--- src/pio_pkg.sv ---
// Package: register map, field positions and carrier types
package pio_pkg;
    localparam logic [4:0] reg_ready_idx = 5'h00;
    localparam logic [4:0] reg_ident_idx = 5'h01;
    localparam logic [4:0] reg_mask_idx = 5'h02;
    localparam logic [4:0] reg_irqdma_idx = 5'h03;
    localparam logic [4:0] reg_word_hi_idx = 5'h04;
    localparam logic [4:0] reg_word_lo_idx = 5'h05;
    localparam logic [4:0] reg_undef_idx = 5'h06;
    localparam logic [4:0] reg_lines_idx = 5'h07;
    // Extra status: control line readback and buffer state
    localparam logic [4:0] reg_xfer_ctl_idx = 5'h08;
    localparam logic [4:0] reg_fifo_stat_idx = 5'h09;
    // Arbitrary value
    localparam logic [7:0] card_ident_value = 8'h5a;
    localparam int irq_en_bit = 7;
    localparam int irq_req_bit = 6;
    localparam int level_hi_bit = 5;
    localparam int level_lo_bit = 4;
    localparam int mask_ext_bit = 0;
    localparam int ok_bit = 3;
    localparam int ext_low_bit = 2;
    localparam int sts1_low_bit = 1;
    localparam int sts0_low_bit = 0;
    localparam logic [3:0] dma_en_reset = 4'h0;
    localparam logic [1:0] ctl_out_reset = 2'h0;
    localparam int word_width = 16;
    localparam int fifo_depth = 8;

    typedef struct packed {
        logic psel;
        logic penable;
        logic pwrite;
        logic [11:0] paddr;
        logic [31:0] pwdata;
    } apb_req_t;

    typedef struct packed {
        logic [31:0] prdata;
        logic pready;
        logic pslverr;
    } apb_rsp_t;

    typedef struct packed {
        logic peripheral_ok_line;
        logic external_request_line;
        logic status_input_one;
        logic status_input_zero;
    } periph_in_t;
endpackage : pio_pkg

--- src/pio_apb_slave.sv ---
// APB slave front end: decodes word index and access strobes
`timescale 1ns/1ps
`default_nettype none
module pio_apb_slave (
    input wire pio_pkg::apb_req_t req,
    output pio_pkg::apb_rsp_t rsp,
    input wire logic [7:0] rd_byte,
    output logic [4:0] index,
    output logic wr_stb,
    output logic rd_stb
);
    import pio_pkg::*;
    // Zero wait states: every access completes in its first access cycle
    assign index = req.paddr[6:2];
    assign wr_stb = req.psel && req.penable && req.pwrite;
    assign rd_stb = req.psel && req.penable && !req.pwrite;
    assign rsp.pready = 1'b1;
    assign rsp.pslverr = 1'b0;
    assign rsp.prdata = {24'h000000, rd_byte};
endmodule : pio_apb_slave
`default_nettype wire

--- src/pio_card.sv ---
// Parallel I/O card register file and data path
//
// Functional notes
// Register 0 reads 1 when ready for another transfer, else 0.
// Register 1 always reads the fixed card identity, no side effect.
// Input word high byte at register 4, low byte at register 5.
// Register 7: ok, request low, status one low, status zero low.
// Non-zero write to register 0 sets peripheral control; zero ignored.
// Non-zero write to register 1 resets the card.
// Register 2 bit 0 enables external request interrupts.
// Register 3: bit 7 global irq, bits 3..0 DMA enables.
// Output word high byte via register 4, low byte via register 5.
// Register 7 low bits drive control outputs; 1 means low.
// Control outputs hold until rewritten; card reset leaves them.
// Peripheral status bits are live, never latched.
// Register 3 reads enables, request, level switches, DMA enables.
// Undefined offsets ignore writes and read zero.
//
// Implementation choice: the APB slave port.
`timescale 1ns/1ps
`default_nettype none
module pio_card (
    input wire logic mclk,
    input wire logic reset_n,
    input wire pio_pkg::apb_req_t apb_req,
    output pio_pkg::apb_rsp_t apb_rsp,
    input wire pio_pkg::periph_in_t periph_in,
    input wire logic [1:0] level_switch,
    input wire logic [15:0] input_word,
    input wire logic input_valid,
    output logic input_ready,
    output logic [15:0] output_word,
    output logic output_valid,
    input wire logic output_ready,
    output logic peripheral_control_line,
    output logic control_output_zero,
    output logic control_output_one,
    output logic irq_request,
    output logic [3:0] dma_enables,
    output logic card_reset_pulse
);
    import pio_pkg::*;

    logic [4:0] index;
    logic wr_stb;
    logic rd_stb;
    logic [7:0] rd_byte;
    logic [7:0] wbyte;
    logic soft_reset;

    logic periph_ctl_q;
    logic ext_mask_q;
    logic irq_en_q;
    logic [3:0] dma_en_q;
    logic [7:0] out_hi_q;
    logic [1:0] ctl_q;
    logic [15:0] in_word_q;
    logic in_word_full_q;
    logic reset_pulse_q;

    logic fifo_in_valid;
    logic fifo_in_ready;
    logic fifo_out_valid;
    logic [15:0] fifo_out_data;

    pio_apb_slave u_bus (
        .req(apb_req),
        .rsp(apb_rsp),
        .rd_byte(rd_byte),
        .index(index),
        .wr_stb(wr_stb),
        .rd_stb(rd_stb)
    );

    assign wbyte = apb_req.pwdata[7:0];
    // Card reset: non-zero write to register 1
    assign soft_reset = wr_stb && (index == reg_card_reset_idx())
        && (wbyte != 8'h00);

    function automatic logic [4:0] reg_card_reset_idx();
        return reg_ident_idx;
    endfunction : reg_card_reset_idx

    // Peripheral control: set by non-zero write, cleared by card reset
    always_ff @(posedge mclk or negedge reset_n) begin
        if (!reset_n) begin
            periph_ctl_q <= 1'b0;
        end else if (wr_stb && index == reg_ready_idx && wbyte != 8'h00) begin
            periph_ctl_q <= 1'b1;
        end else if (soft_reset) begin
            periph_ctl_q <= 1'b0;
        end
    end

    // Interrupt mask and enables
    always_ff @(posedge mclk or negedge reset_n) begin
        if (!reset_n) begin
            ext_mask_q <= 1'b0;
            irq_en_q <= 1'b0;
            dma_en_q <= dma_en_reset;
        end else if (soft_reset) begin
            ext_mask_q <= 1'b0;
            irq_en_q <= 1'b0;
            dma_en_q <= dma_en_reset;
        end else if (wr_stb && index == reg_mask_idx) begin
            ext_mask_q <= wbyte[mask_ext_bit];
        end else if (wr_stb && index == reg_irqdma_idx) begin
            irq_en_q <= wbyte[irq_en_bit];
            dma_en_q <= wbyte[3:0];
        end
    end

    // Output word: high byte staged, low byte write pushes the word.
    // Writing the low byte while the FIFO is full drops the word;
    // software polls register 0 first.
    always_ff @(posedge mclk or negedge reset_n) begin
        if (!reset_n) begin
            out_hi_q <= 8'h00;
        end else if (soft_reset) begin
            out_hi_q <= 8'h00;
        end else if (wr_stb && index == reg_word_hi_idx) begin
            out_hi_q <= wbyte;
        end
    end

    assign fifo_in_valid = wr_stb && (index == reg_word_lo_idx);

    pio_fifo #(
        .width(word_width),
        .depth(fifo_depth)
    ) u_fifo (
        .mclk(mclk),
        .reset_n(reset_n),
        .flush(soft_reset),
        .in_valid(fifo_in_valid),
        .in_ready(fifo_in_ready),
        .in_data({out_hi_q, wbyte}),
        .out_valid(fifo_out_valid),
        .out_ready(output_ready),
        .out_data(fifo_out_data)
    );

    assign output_valid = fifo_out_valid;
    assign output_word = fifo_out_data;

    // Control outputs: only power-on reset touches them
    always_ff @(posedge mclk or negedge reset_n) begin
        if (!reset_n) begin
            ctl_q <= ctl_out_reset;
        end else if (wr_stb && index == reg_lines_idx) begin
            ctl_q <= wbyte[1:0];
        end
    end

    // Inverted sense: a stored 1 drives the line low
    assign control_output_zero = ~ctl_q[0];
    assign control_output_one = ~ctl_q[1];

    // Input word capture; reading the low byte frees the holding register
    always_ff @(posedge mclk or negedge reset_n) begin
        if (!reset_n) begin
            in_word_q <= 16'h0000;
            in_word_full_q <= 1'b0;
        end else if (soft_reset) begin
            in_word_full_q <= 1'b0;
        end else if (input_valid && input_ready) begin
            in_word_q <= input_word;
            in_word_full_q <= 1'b1;
        end else if (rd_stb && index == reg_word_lo_idx) begin
            in_word_full_q <= 1'b0;
        end
    end

    assign input_ready = !in_word_full_q;

    always_ff @(posedge mclk or negedge reset_n) begin
        if (!reset_n) begin
            reset_pulse_q <= 1'b0;
        end else begin
            reset_pulse_q <= soft_reset;
        end
    end

    assign card_reset_pulse = reset_pulse_q;
    assign peripheral_control_line = periph_ctl_q;
    assign dma_enables = dma_en_q;
    assign irq_request = irq_en_q && ext_mask_q
        && !periph_in.external_request_line;

    // Read multiplexer
    always_comb begin
        rd_byte = 8'h00;
        case (index)
            reg_ready_idx: begin
                rd_byte = {7'h00, fifo_in_ready};
            end
            reg_ident_idx: begin
                rd_byte = card_ident_value;
            end
            reg_irqdma_idx: begin
                rd_byte[irq_en_bit] = irq_en_q;
                rd_byte[irq_req_bit] = irq_request;
                rd_byte[level_hi_bit] = level_switch[1];
                rd_byte[level_lo_bit] = level_switch[0];
                rd_byte[3:0] = dma_en_q;
            end
            reg_word_hi_idx: begin
                rd_byte = in_word_q[15:8];
            end
            reg_word_lo_idx: begin
                rd_byte = in_word_q[7:0];
            end
            reg_lines_idx: begin
                // Straight from the pins, no holding register
                rd_byte[ok_bit] = periph_in.peripheral_ok_line;
                rd_byte[ext_low_bit] =
                    !periph_in.external_request_line;
                rd_byte[sts1_low_bit] = !periph_in.status_input_one;
                rd_byte[sts0_low_bit] = !periph_in.status_input_zero;
            end
            reg_xfer_ctl_idx: begin
                rd_byte = {7'h00, periph_ctl_q};
            end
            reg_fifo_stat_idx: begin
                rd_byte = {6'h00, fifo_out_valid, in_word_full_q};
            end
            default: begin
                rd_byte = 8'h00;
            end
        endcase
    end
endmodule : pio_card
`default_nettype wire

--- src/pio_fifo.sv ---
// Parameterised valid/ready FIFO for the data path
`timescale 1ns/1ps
`default_nettype none
module pio_fifo #(
    parameter int width = 16,
    parameter int depth = 8
) (
    input wire logic mclk,
    input wire logic reset_n,
    input wire logic flush,
    input wire logic in_valid,
    output logic in_ready,
    input wire logic [width-1:0] in_data,
    output logic out_valid,
    input wire logic out_ready,
    output logic [width-1:0] out_data
);
    localparam int aw = $clog2(depth);
    logic [width-1:0] mem_q [depth];
    logic [aw-1:0] wr_q;
    logic [aw-1:0] rd_q;
    logic [aw:0] count_q;
    logic push;
    logic pop;

    assign in_ready = (count_q != (aw+1)'(depth));
    assign out_valid = (count_q != '0);
    assign push = in_valid && in_ready;
    assign pop = out_valid && out_ready;
    assign out_data = mem_q[rd_q];

    always_ff @(posedge mclk) begin
        if (push) begin
            mem_q[wr_q] <= in_data;
        end
    end

    always_ff @(posedge mclk or negedge reset_n) begin
        if (!reset_n) begin
            wr_q <= '0;
            rd_q <= '0;
            count_q <= '0;
        end else if (flush) begin
            wr_q <= '0;
            rd_q <= '0;
            count_q <= '0;
        end else begin
            if (push) begin
                wr_q <= (wr_q == aw'(depth-1)) ? '0 : wr_q + 1'b1;
            end
            if (pop) begin
                rd_q <= (rd_q == aw'(depth-1)) ? '0 : rd_q + 1'b1;
            end
            if (push && !pop) begin
                count_q <= count_q + 1'b1;
            end else if (pop && !push) begin
                count_q <= count_q - 1'b1;
            end
        end
    end
endmodule : pio_fifo
`default_nettype wire

--- config.mk ---
export PLATFORM = sky130hd
export DESIGN_NAME = pio_card
export DESIGN_NICKNAME = d
export VERILOG_FILES = /design/src/pio_pkg.sv /design/src/pio_apb_slave.sv /design/src/pio_card.sv /design/src/pio_fifo.sv
export SDC_FILE = /design/constraint.sdc
export NUM_CORES = 1
export LEC_CHECK = 0
export BUFFER_PORTS_ARGS = -buffer_cell sky130_fd_sc_hd__buf_2
export CAP_MARGIN = 20
export CELL_PAD_IN_SITES_DETAIL_PLACEMENT = 1
export CELL_PAD_IN_SITES_GLOBAL_PLACEMENT = 1
export CORE_MARGIN = 4
export CORE_UTILIZATION = 29
export CTS_CLUSTER_SIZE = 40
export DETAILED_ROUTE_END_ITERATION = 12
export PLACE_DENSITY = 0.61
export SETUP_SLACK_MARGIN = 0.1
export SLEW_MARGIN = 40
export SYNTH_ARGS = -nofsm -noshare
export SYNTH_HDL_FRONTEND = slang
export SYNTH_SLANG_ARGS = --single-unit
--- constraint.sdc ---
create_clock -name mclk -period 3.2 [get_ports mclk]
set_input_delay 0.48 -clock mclk [delete_from_list [all_inputs] [get_ports mclk]]
set_output_delay 0.48 -clock mclk [all_outputs]
set_load 0.03 [all_outputs]
==> summary.md, run 1 <==
| Metric | Value |
|---|---|
| Clock skew | `0.00916 ns` |
| Core area | `25100 um2` |
| PwrDens | `734 nW/um2` |
| Routed WL | `17.1 mm` |
| Clock power share | `30.9%` |
| Largest net degree at the start of global routing | `46` |
| Number of I/O port buffers | `76` |
| Sequential share of the synthesized area | `67.2%` |
| Simple-Gate Fraction of Synth Area | `5.68%` |
| Fmax | `0.370 GHz` |
| Clock-pin slew on the worst setup and hold paths | `0.06 ns` |
| Crit start category | `flop` |
| CTS tree | `built` |
| GR Util met2 | `20.1%` |
| CTS Buf Count | `17` |
| Mapped Area | `7400 um2` |
| Aggregate global-route resource usage | `12.4%` |
| Switch share | `31.4%` |
| Setup total negative slack | `0 ns` |
| CP max FO | `6` |
| Seq pwr share | `41.2%` |
| Final hold violations | `0` |
| Final Critical Period | `2.70 ns` |
| Nets | `623` |
| GRT met3 Usage | `3.94%` |
| Total grt overflow | `0` |
| Yosys warning count | `0` |
| Worst-margin pin slew | `0.804 ns` |
| Cts hold-fix bufs | `0` |
| Synth Register Bits | `173` |
| Die H | `168 um` |
| Gates resized, CTS repair | `0` |
| GP Congestion | `0.776` |
| FP Rows | `58` |
| Sw power | `0.00202 W` |
| Largest family of logic cells by synthesized area | `multiplexers` |
| Combinational share of power | `27.9%` |
| Most common cell after layout, fill and taps aside | `edfxtp_1` |
| CP Data Arrival Time | `2.22 ns` |
| Clock Sinks | `173` |
| Area share of xor/xnor cells in the synthesized design | `0.237%` |
| Starting DRT DRC Count | `251` |
| Ys async rst share | `26.0%` |
| M1 GR Usage | `16.8%` |
| Worst r2r src | `u_fifo.count_q[0]` |
| Post-DRT Antenna Nets | `0` |
| Pre-Repair DR Iteration Count | `4` |
| Multiplexer share of the synthesized area | `17.6%` |
| Largest area contributor in the netlist | `edfxtp_1` |
| Share of cells above drive strength 1 | `35.4%` |
| Hold Path Class | `primary input to asynchronous set/reset pin` |
| Crit Path Category | `flop to output pin` |
| RSZ-0062 raised after global routing | `false` |
| Max_slew headroom | `46.3%` |
| Most used DFF post-synth | `edfxtp_1` |
| Setup violations, final | `0` |
| Post-synthesis cell type count | `45` |
| Max VDD drop | `0.458 mV` |
| Final period utilization | `84.4%` |
| DPL Wire Length | `11.4 mm` |
| Critical path launch point | `u_fifo.count_q[0]` |
| Die X | `168 um` |
| Internal | `0.00442 W` |
| H-tree levels | `4` |
| Compound-Gate Fraction of Synth Area | `3.86%` |
| I/O Pins | `134` |
| LEAKAGE | `3.44 nW` |
| Diodes inserted | `0` |
| Area Growth Syn to Fin | `18.6%` |
| Post-Syn Instances | `449` |
| Post-synth EDFFs | `128` |
| Critical path capture point type | `output pin` |
| Post-layout utilization of the core | `34.9%` |
| Most Crowded Layer GR | `met2` |
| Post-synthesis adder-cell area fraction | `1.29%` |
| Initial Util | `29.5%` |
| Post-synth top area share | `52.0%` |
| Worst path required time | `2.72 ns` |
| Die Area | `28100 um2` |
| Drc violations | `0` |
| Setup bufs post-CTS | `0` |
| Clock Root Buffer | `clkbuf_16` |
| Synth top area cells | `edfxtp_1, dfrtp_1, mux4_2` |
| Max Root-Sink Buffers | `2` |
| WL/cell | `19.3 um` |
| Vias in the first global route | `4550` |
| Via count | `4180` |
| Initial antenna violation count | `0` |
| MaxCap Viol Count | `0` |
| Worst skew pair latency | `0.42 ns` |
| Commonest cells after routing, fill and taps aside | `edfxtp_1, buf_2, dfrtp_1` |
| Status | `finished clean` |
| Synth Area per Inst | `16.5 um2` |
| First-pass GRT wire length | `26.8 mm` |
| Final Max Tran Viols | `0` |
| Fillcell total | `2661` |
| Via-to-Cell Ratio | `4.72` |
[cells by family (layout without fill, tap and decap cells)]
logic type      count (synthesis)  count (layout)
flops                         173             173
buf+inv                        52             135
xor+xnor                        2               2
compound gates                 39              39
mux                            86              86
other cells                     2              26
fa+ha+maj                       7               7
simple gates                   88              88
[worst max-delay path, cell delays in order, from the launching register on]
cell     delay, ns
dfrtp_1       0.44
nor3_1        0.55
a31o_2        0.24
o21ai_0       0.07
a211o_1       0.31
buf_2         0.18
[metrics by stage]
stage	cell area, um2	hold WS (ns)	setup WS (ns)	power (W)	cells
floorplan	7500	0.184	0.270	0.00403	473
global placement	8210	0.484	0.441	0.00448	854
detailed placement	8210	0.492	0.341	0.00454	854
CTS	8770	0.0864	0.508	0.00654	886
global route	8770	0.111	0.340	0.00676	886
finish	8770	0.0699	0.499	0.00644	886
[power by group through the flow]
stage	clock [W]	combinational, W	sequential [W]
after floorplan	0	0.00137	0.00267
after global placement	0	0.00180	0.00269
after detailed placement	0	0.00184	0.00270
after CTS	0.00204	0.00185	0.00265
after global routing	0.00214	0.00195	0.00267
final	0.00199	0.00180	0.00265
[path summary, 6_finish.rpt]
check / slack (ns) / to / cells past startpoint
min: 0.07 / in_word_q[8] / 1
max: 0.50 / apb_rsp[2] / 5
max in group asynchronous: 2.67 / u_fifo.rd_q[0] / 1
min reg2reg: 0.51 / in_word_q[6] / 1
min in group mclk: 0.29 / in_word_q[15] / 2
max reg2reg: 0.81 / u_fifo.count_q[1] / 7
[sequential cells by signal, summed over array words and instances, names as in the netlist, 2 cells and up]
name,count
u_fifo.rd_q,3
ctl_q,2
u_fifo.count_q,4
out_hi_q,8
u_fifo.wr_q,3
in_word_q,16
dma_enables,4
u_fifo.mem_q,128
[cells in the mapped netlist (5+ instances only)]
| library cell | instances |
|---|---|
| buf_4 | 26 |
| mux2i_1 | 19 |
| edfxtp_1 | 128 |
| a22oi_1 | 7 |
| o21ai_0 | 9 |
| clkbuf_1 | 12 |
| mux2_2 | 35 |
| nand2_1 | 21 |
| dfrtp_1 | 45 |
| ha_1 | 6 |
| nand2b_1 | 7 |
| inv_1 | 8 |
| nor2_1 | 32 |
| nand3_1 | 6 |
| nor3_1 | 5 |
| a21oi_1 | 9 |
| mux4_2 | 32 |
[area by class of cell]
cell class | count | area [um2] | area share (%)
timing repair buffer | 95 | 563 | 6.42
inverter | 8 | 30.0 | 0.342
clock buffer | 19 | 433 | 4.94
multi-input combinational | 248 | 2230 | 25.4
sequential | 173 | 4970 | 56.7
clock inverter | 13 | 131 | 1.50
tap | 330 | 413 | 4.71
[routing by layer]
layer	vias up	part of all wire, %
met3	7	6.9
met1	2176	44
met5	-	0
met4	0	0.52
li1	1861	-
met2	136	48
Power figures use the tool's default switching activity.
==> run 2, diff against run 1 <==
clock period = 2.5 ns   (was 3.2 ns; I/O delays follow)
==> summary.md, run 2 (synthesis gave the netlist of run 1 again) <==
| Metric | Value |
|---|---|
| Status | `finished clean` |
| Top Registers | `u_fifo.mem_q x128, in_word_q x16, out_hi_q x8` |
| Final Critical Period | `2.44 ns` |
| FP Rows | `58 (unchanged)` |
| CTS tree | `built` |
| Die Area | `28100 um2 (unchanged)` |
| Commonest cells after routing, fill and taps aside | `edfxtp_1, buf_2, dfrtp_1` |
| First-pass GRT wire length | `27.7 mm (+3.4%)` |
| Routed WL | `17.9 mm (+4.4%)` |
| Area Growth Syn to Fin | `25.5%` |
| Diodes inserted | `0 (unchanged)` |
| DP Worst Slack | `-0.00158 ns (-0.343 ns)` |
| Clock Root Buffer | `clkbuf_16` |
| Initial antenna violation count | `0 (unchanged)` |
| Initial Util | `29.5% (unchanged)` |
| CP max FO | `6 (unchanged)` |
| Most common cell after layout, fill and taps aside | `edfxtp_1` |
| Fillcell total | `2613 (-1.8%)` |
| Number of I/O port buffers | `76 (unchanged)` |
| Die H | `168 um (unchanged)` |
| Max_slew headroom | `63.8% (+17 points)` |
| Setup total negative slack | `0 ns (unchanged)` |
| Final period utilization | `97.6%` |
| Crit start category | `flop` |
| DPL Wire Length | `11.7 mm (+3.0%)` |
| Nets | `641 (+2.9%)` |
| CP Data Arrival Time | `2.07 ns (-0.15 ns)` |
| WHS | `0.179 ns (+0.109 ns)` |
| Core area | `25100 um2 (unchanged)` |
| Max VDD drop | `0.478 mV (+4.4%)` |
| Final Max Tran Viols | `0 (unchanged)` |
| Clock skew | `0.0101 ns (+0.000966 ns)` |
| LEAKAGE | `3.63 nW (+5.5%)` |
| Total grt overflow | `0 (unchanged)` |
| Via count | `4237 (+1.4%)` |
| Worst-margin pin slew | `0.536 ns (-0.268 ns)` |
| Aggregate global-route resource usage | `12.8% (+0.39 points)` |
| WL/cell | `19.8 um (+2.4%)` |
| Worst setup margin | `0.0596 ns (-0.439 ns)` |
| Biggest register | `u_fifo.mem_q` |
| Max FFs per register | `128 (unchanged)` |
| Hold Path Class | `primary input to flop` |
| RSZ-0062 raised after global routing | `true` |
| Setup violations, final | `0 (unchanged)` |
| Largest net degree at the start of global routing | `35 (-24%)` |
| Worst skew pair latency | `0.43 ns (about the same)` |
| Share of cells above drive strength 1 | `39.5% (+4.1 points)` |
| Fmax | `0.410 GHz` |
| Final hold violations | `0 (unchanged)` |
| Die X | `168 um (unchanged)` |
| Post-layout utilization of the core | `37.0% (+2.0 points)` |
| Non-filler cells, final | `904 (+2.0%)` |
| Drc violations | `0 (unchanged)` |
| Crit Path Category | `flop to output pin` |
| GP Congestion | `0.797 (+2.7%)` |
| PwrDens | `955 nW/um2 (+30%)` |
| Worst path required time | `2.12 ns (-0.60 ns)` |
| MaxCap Viol Count | `0 (unchanged)` |
| H-tree levels | `4 (unchanged)` |
| Pre-Repair DR Iteration Count | `4 (unchanged)` |
| Max Root-Sink Buffers | `2 (unchanged)` |
| Starting DRT DRC Count | `262 (+4.4%)` |
| Critical path capture point type | `output pin` |
| Via-to-Cell Ratio | `4.69 (-0.65%)` |
| Post-DRT Antenna Nets | `0 (unchanged)` |
| CTS Buf Count | `17 (unchanged)` |
| Clock Sinks | `173 (unchanged)` |
| Placed insts | `866 (+1.4%)` |
| Vias in the first global route | `4726 (+3.9%)` |
| Clock-pin slew on the worst setup and hold paths | `0.07 ns (about the same)` |
| R2R setup slack | `0.20 ns (-0.61 ns)` |
| I/O Pins | `134 (unchanged)` |
[run 2: cell count changes in the layout (fill, tap and decap cells not counted), moves of 7 or more]
cell | previous run | this run
buf_12 | 3 | 10
buf_2 | 75 | 63
buf_6 | 0 | 16
mux2_2 | 35 | 26
mux2_4 | 0 | 9
[run 2: final timing paths]
path / from / to / cells past startpoint
setup / recovery: u_fifo.rd_q[0] / output_word[1] / 5
hold / removal: input_word[9] / in_word_q[9] / 2
setup reg to reg: u_fifo.count_q[1] / u_fifo.mem_q[0][2] / 7
hold reg to reg: in_word_q[10] / in_word_q[10] / 1
max in group asynchronous: reset_n / in_word_q[15] / 3
min in group asynchronous: reset_n / in_word_q[0] / 2
[run 2: repair_timing]
item | 4_1_cts | 5_1_grt
endpoints found under the setup margin | 16 | 65
setup buffers | 2 | 0
gates cloned | 1 | 2
hold buffers | 0 | 1
pin swaps | 0 | 1
hold endpoints to repair | 0 | 33
gates resized for setup | 1 | 54
[run 2: power by group]
part	leakage [nW]	internal, W	switching [W]
registers	1.75	0.00325	0.000159
clock network	0.290	0.00135	0.00127
logic	1.60	0.00143	0.00141
total	3.63	0.00603	0.00284
[run 2: area by class of cell]
type	instances	area, um2	share of cell area, %
clock inverter	14	160	1.73
tap	330	413	4.45
clock buffer	18	429	4.62
inverter	8	30.0	0.323
multi-input combinational	248	2340	25.3
timing repair buffer	113	933	10.1
sequential	173	4970	53.6
[run 2: layer usage]
layer	GRT usage (%)	part of all wire, %	vias to the layer above
met5	0	0	-
met4	2.65	0.78	0
met3	2.93	4.7	13
met2	22.0	51	121
met1	16.7	43	2197
li1	-	-	1906
[run 2: stage by stage]
stage	power [W]	area [um2]
after floorplan	0.00517	7570
after global placement	0.00576	8440
after detailed placement	0.00584	8440
after CTS	0.00856	9080
after global routing	0.00931	9280
final	0.00887	9280
[run 2: worst max-delay path: stages (launching register included)]
cell and delay (ns):
dfrtp_2 0.40, buf_6 0.14, clkbuf_16 0.16, mux4_2 0.51, mux2_2 0.29, buf_6 0.14
==> run 3, diff against run 2 <==
ABC_AREA = 1   (was not set)
PLACE_DENSITY = 0.64   (was 0.61)
SYNTH_HIERARCHICAL = 1   (was not set)
clock period = 3.1 ns   (was 2.5 ns; I/O delays follow)
==> summary.md, run 3 <==
| Metric | Value |
|---|---|
| Crit-path slowest cell | `inv_2` |
| Crit path cell chain | `inv_2, buf_12, nor2_1, o22ai_1, nor2_1, a31oi_1, buf_2` |
| Worst-margin pin slew | `0.639 ns (+0.103 ns)` |
| Largest family of logic cells by synthesized area | `simple AND/OR/NAND/NOR gates` |
| Synth Register Bits | `173 (unchanged)` |
| Internal | `0.00467 W (-23%)` |
| LEAKAGE | `3.66 nW (+0.88%)` |
| FP Rows | `60 (+3.4%)` |
| Hold Path Class | `primary input to asynchronous set/reset pin` |
| WL/cell | `17.3 um (-12%)` |
| Core area | `26800 um2 (+6.7%)` |
| CTS Buf Count | `17 (unchanged)` |
| Multiplexer share of the synthesized area | `0% (-18 points)` |
| First-pass GRT wire length | `31.5 mm (+14%)` |
| Switch share | `38.4% (+6.4 points)` |
| Pre-Repair DR Iteration Count | `4 (unchanged)` |
| Final Max Tran Viols | `0 (unchanged)` |
| Starting DRT DRC Count | `277 (+5.7%)` |
| Status | `finished clean` |
| Final hold violations | `0 (unchanged)` |
| Post-synthesis cell type count | `38 (-16%)` |
| Share of cells above drive strength 1 | `19.6% (-20 points)` |
| Clock-pin slew on the worst setup and hold paths | `0.07 ns (about the same)` |
| Most Crowded Layer GR | `met2` |
| DP Worst Slack | `0.531 ns (+0.533 ns)` |
| GRT met3 Usage | `2.47% (-0.46 points)` |
| Die X | `173 um (+3.0%)` |
| I/O Pins | `134 (unchanged)` |
| Crit-path most repeated cell | `nor2_1` |
| Routed WL | `20.3 mm (+13%)` |
| Post-DRT Antenna Nets | `0 (unchanged)` |
| Max Root-Sink Buffers | `2 (unchanged)` |
| Setup violations, final | `0 (unchanged)` |
| Max VDD drop | `0.332 mV (-31%)` |
| Gates resized, CTS repair | `0 (-1)` |
| Clock Sinks | `173 (unchanged)` |
| Diodes inserted | `0 (unchanged)` |
| WHS | `0.0579 ns (-0.121 ns)` |
| H-tree levels | `4 (unchanged)` |
| Die H | `173 um (+3.0%)` |
| Fmax | `0.362 GHz` |
| Worst path required time | `2.63 ns (+0.51 ns)` |
| Setup total negative slack | `0 ns (unchanged)` |
| Commonest cells post-synth | `nor2_1, edfxtp_1, nand2_1, o21ai_0, nand3_1` |
| Post-synth EDFFs | `128 (unchanged)` |
| Most common cell after layout, fill and taps aside | `nor2_1` |
| Largest area contributor in the netlist | `edfxtp_1` |
| Area Growth Syn to Fin | `15.4%` |
| Simple-Gate Fraction of Synth Area | `19.3% (+14 points)` |
| Nets | `895 (+40%)` |
| Non-filler cells, final | `1169 (+29%)` |
| Max FFs per register | `128 (unchanged)` |
| Clock power share | `29.1% (-0.5 points)` |
| Initial Util | `29.4% (-0.11 points)` |
| Drc violations | `0 (unchanged)` |
| Post-Syn Instances | `745 (+66%)` |
| Combinational share of power | `33.6% (+1.6 points)` |
| Post-synth top area share | `48.9% (-3.1 points)` |
| Most used DFF post-synth | `edfxtp_1` |
| Biggest register | `u_fifo/mem_q` |
| Area share of xor/xnor cells in the synthesized design | `0.111% (-0.13 points)` |
| Clock skew | `0.0114 ns (+0.00128 ns)` |
| Synth top area cells | `edfxtp_1, dfrtp_1, nor2_1` |
| M1 GR Usage | `18.6% (+1.9 points)` |
| Synth Area per Inst | `10.6 um2 (-36%)` |
| Cts hold-fix bufs | `0 (unchanged)` |
| Post-layout utilization of the core | `33.9% (-3.1 points)` |
| Worst setup margin | `0.340 ns (+0.281 ns)` |
| Top Registers | `u_fifo/mem_q x128, in_word_q x16, out_hi_q x8` |
| DPL Wire Length | `12.6 mm (+8.1%)` |
| Crit start category | `flop` |
| GR Util met2 | `22.1% (+0.038 points)` |
| Final period utilization | `89.0%` |
| Die Area | `29800 um2 (+6.0%)` |
| Ys async rst share | `26.0% (unchanged)` |
| CP Data Arrival Time | `2.29 ns (+0.22 ns)` |
| Via-to-Cell Ratio | `4.69 (about the same)` |
| Aggregate global-route resource usage | `13.6% (+0.76 points)` |
| Yosys warning count | `6 (+6)` |
| GP Congestion | `0.758 (-4.9%)` |
| Commonest cells after routing, fill and taps aside | `nor2_1, edfxtp_1, nand2_1` |
| Post-synthesis adder-cell area fraction | `1.21% (-0.077 points)` |
| RSZ-0062 raised after global routing | `false` |
| Vias in the first global route | `5588 (+18%)` |
| Clock Root Buffer | `clkbuf_16` |
| Total grt overflow | `0 (unchanged)` |
| Sw power | `0.00291 W (+2.6%)` |
| Via count | `5483 (+29%)` |
| Most numerous cell in the Yosys netlist | `nor2_1` |
| Seq pwr share | `37.3% (-1.1 points)` |
| Sequential share of the synthesized area | `63.2% (-4.0 points)` |
| Max_slew headroom | `57.3% (-6.5 points)` |
| Compound-Gate Fraction of Synth Area | `8.45% (+4.6 points)` |
| CP max FO | `35 (+29)` |
| Number of I/O port buffers | `76 (unchanged)` |
| Crit Path Category | `flop to output pin` |
| PwrDens | `835 nW/um2 (-13%)` |
| Mapped Area | `7870 um2 (+6.3%)` |
| Initial antenna violation count | `0 (unchanged)` |
| Critical path capture point type | `output pin` |
| Largest net degree at the start of global routing | `67 (+91%)` |
| MaxCap Viol Count | `0 (unchanged)` |
| Setup bufs post-CTS | `0 (-2)` |
| Max incr delay on CP | `0.48 ns (-0.03 ns)` |
| CTS tree | `built` |
| Final Critical Period | `2.76 ns` |
| Placed insts | `1137 (+31%)` |
| Worst skew pair latency | `0.43 ns (about the same)` |
==> run 3: cell count changes in the layout (fill, tap and decap cells not counted), moves of 12 or more <==
cell     previous run  this run
mux2_2             26         0
o22ai_1             0        16
o21ai_0             9        70
buf_2              63        75
nand2_1            20       112
nand3_1             6        50
nor2_1             26       140
buf_6              16         1
inv_1               8        29
mux2i_1            19         0
a31oi_1             0        16
mux4_2             32         0
==> run 3: cells by family after synthesis <==
| kind of cell | count (synthesis) |
|---|---|
| adder cells (fa/ha/maj) | 7 |
| XOR/XNOR | 1 |
| AND/OR/NAND/NOR | 339 |
| buffers and inverters | 105 |
| flip-flops | 173 |
| AO/OA/AOI/OAI | 118 |
| other | 2 |
==> run 3: cell type report <==
| type | instances | area (um2) |
|---|---|---|
| tap | 341 | 427 |
| inverter | 37 | 139 |
| fill | 3031 | 17700 |
| multi-input combinational | 491 | 2380 |
| sequential | 173 | 4970 |
| timing repair buffer | 95 | 554 |
| clock inverter | 15 | 178 |
| clock buffer | 17 | 425 |
==> run 3: metrics by stage <==
stage	area (um2)	power, W
final	9080	0.00758
after global routing	9080	0.00805
after CTS	9070	0.00768
after detailed placement	8470	0.00545
after global placement	8470	0.00538
after floorplan	7960	0.00470
==> run 3: worst max-delay path, delay by kind of cell (launching register included) <==
kind	cells	cell delay, ns
AO/OA/AOI/OAI	2	0.37
flip-flops	1	0.42
buffers and inverters	3	0.95
AND/OR/NAND/NOR	2	0.12
==> run 3: power groups by stage <==
stage	logic (W)	clock network [W]	registers (W)
2_1_floorplan	0.00186	0	0.00285
3_3_place_gp	0.00252	0	0.00287
3_5_place_dp	0.00258	0	0.00287
4_1_cts	0.00259	0.00227	0.00282
5_1_grt	0.00283	0.00237	0.00285
6_report	0.00255	0.00221	0.00283
==> run 3: final timing paths <==
kind | startpoint | to | slack [ns] | depth (start not counted)
max | u_fifo/rd_q[0] | output_word[5] | 0.34 | 7
min | reset_n | in_word_q[5] | 0.06 | 1
max reg2reg | u_fifo/count_q[1] | u_fifo/count_q[3] | 1.02 | 10
min reg2reg | in_word_q[6] | in_word_q[6] | 0.48 | 2
max in group asynchronous | reset_n | u_fifo/rd_q[0] | 2.58 | 1
min in group mclk | input_word[5] | in_word_q[5] | 0.26 | 3
==> run 3: layer usage <==
metal  share of wire (%)  routed length (um)
met5                   0                   0
met4                 1.2                 246
met3                 4.3                 881
met2                  47                9580
met1                  47                9570
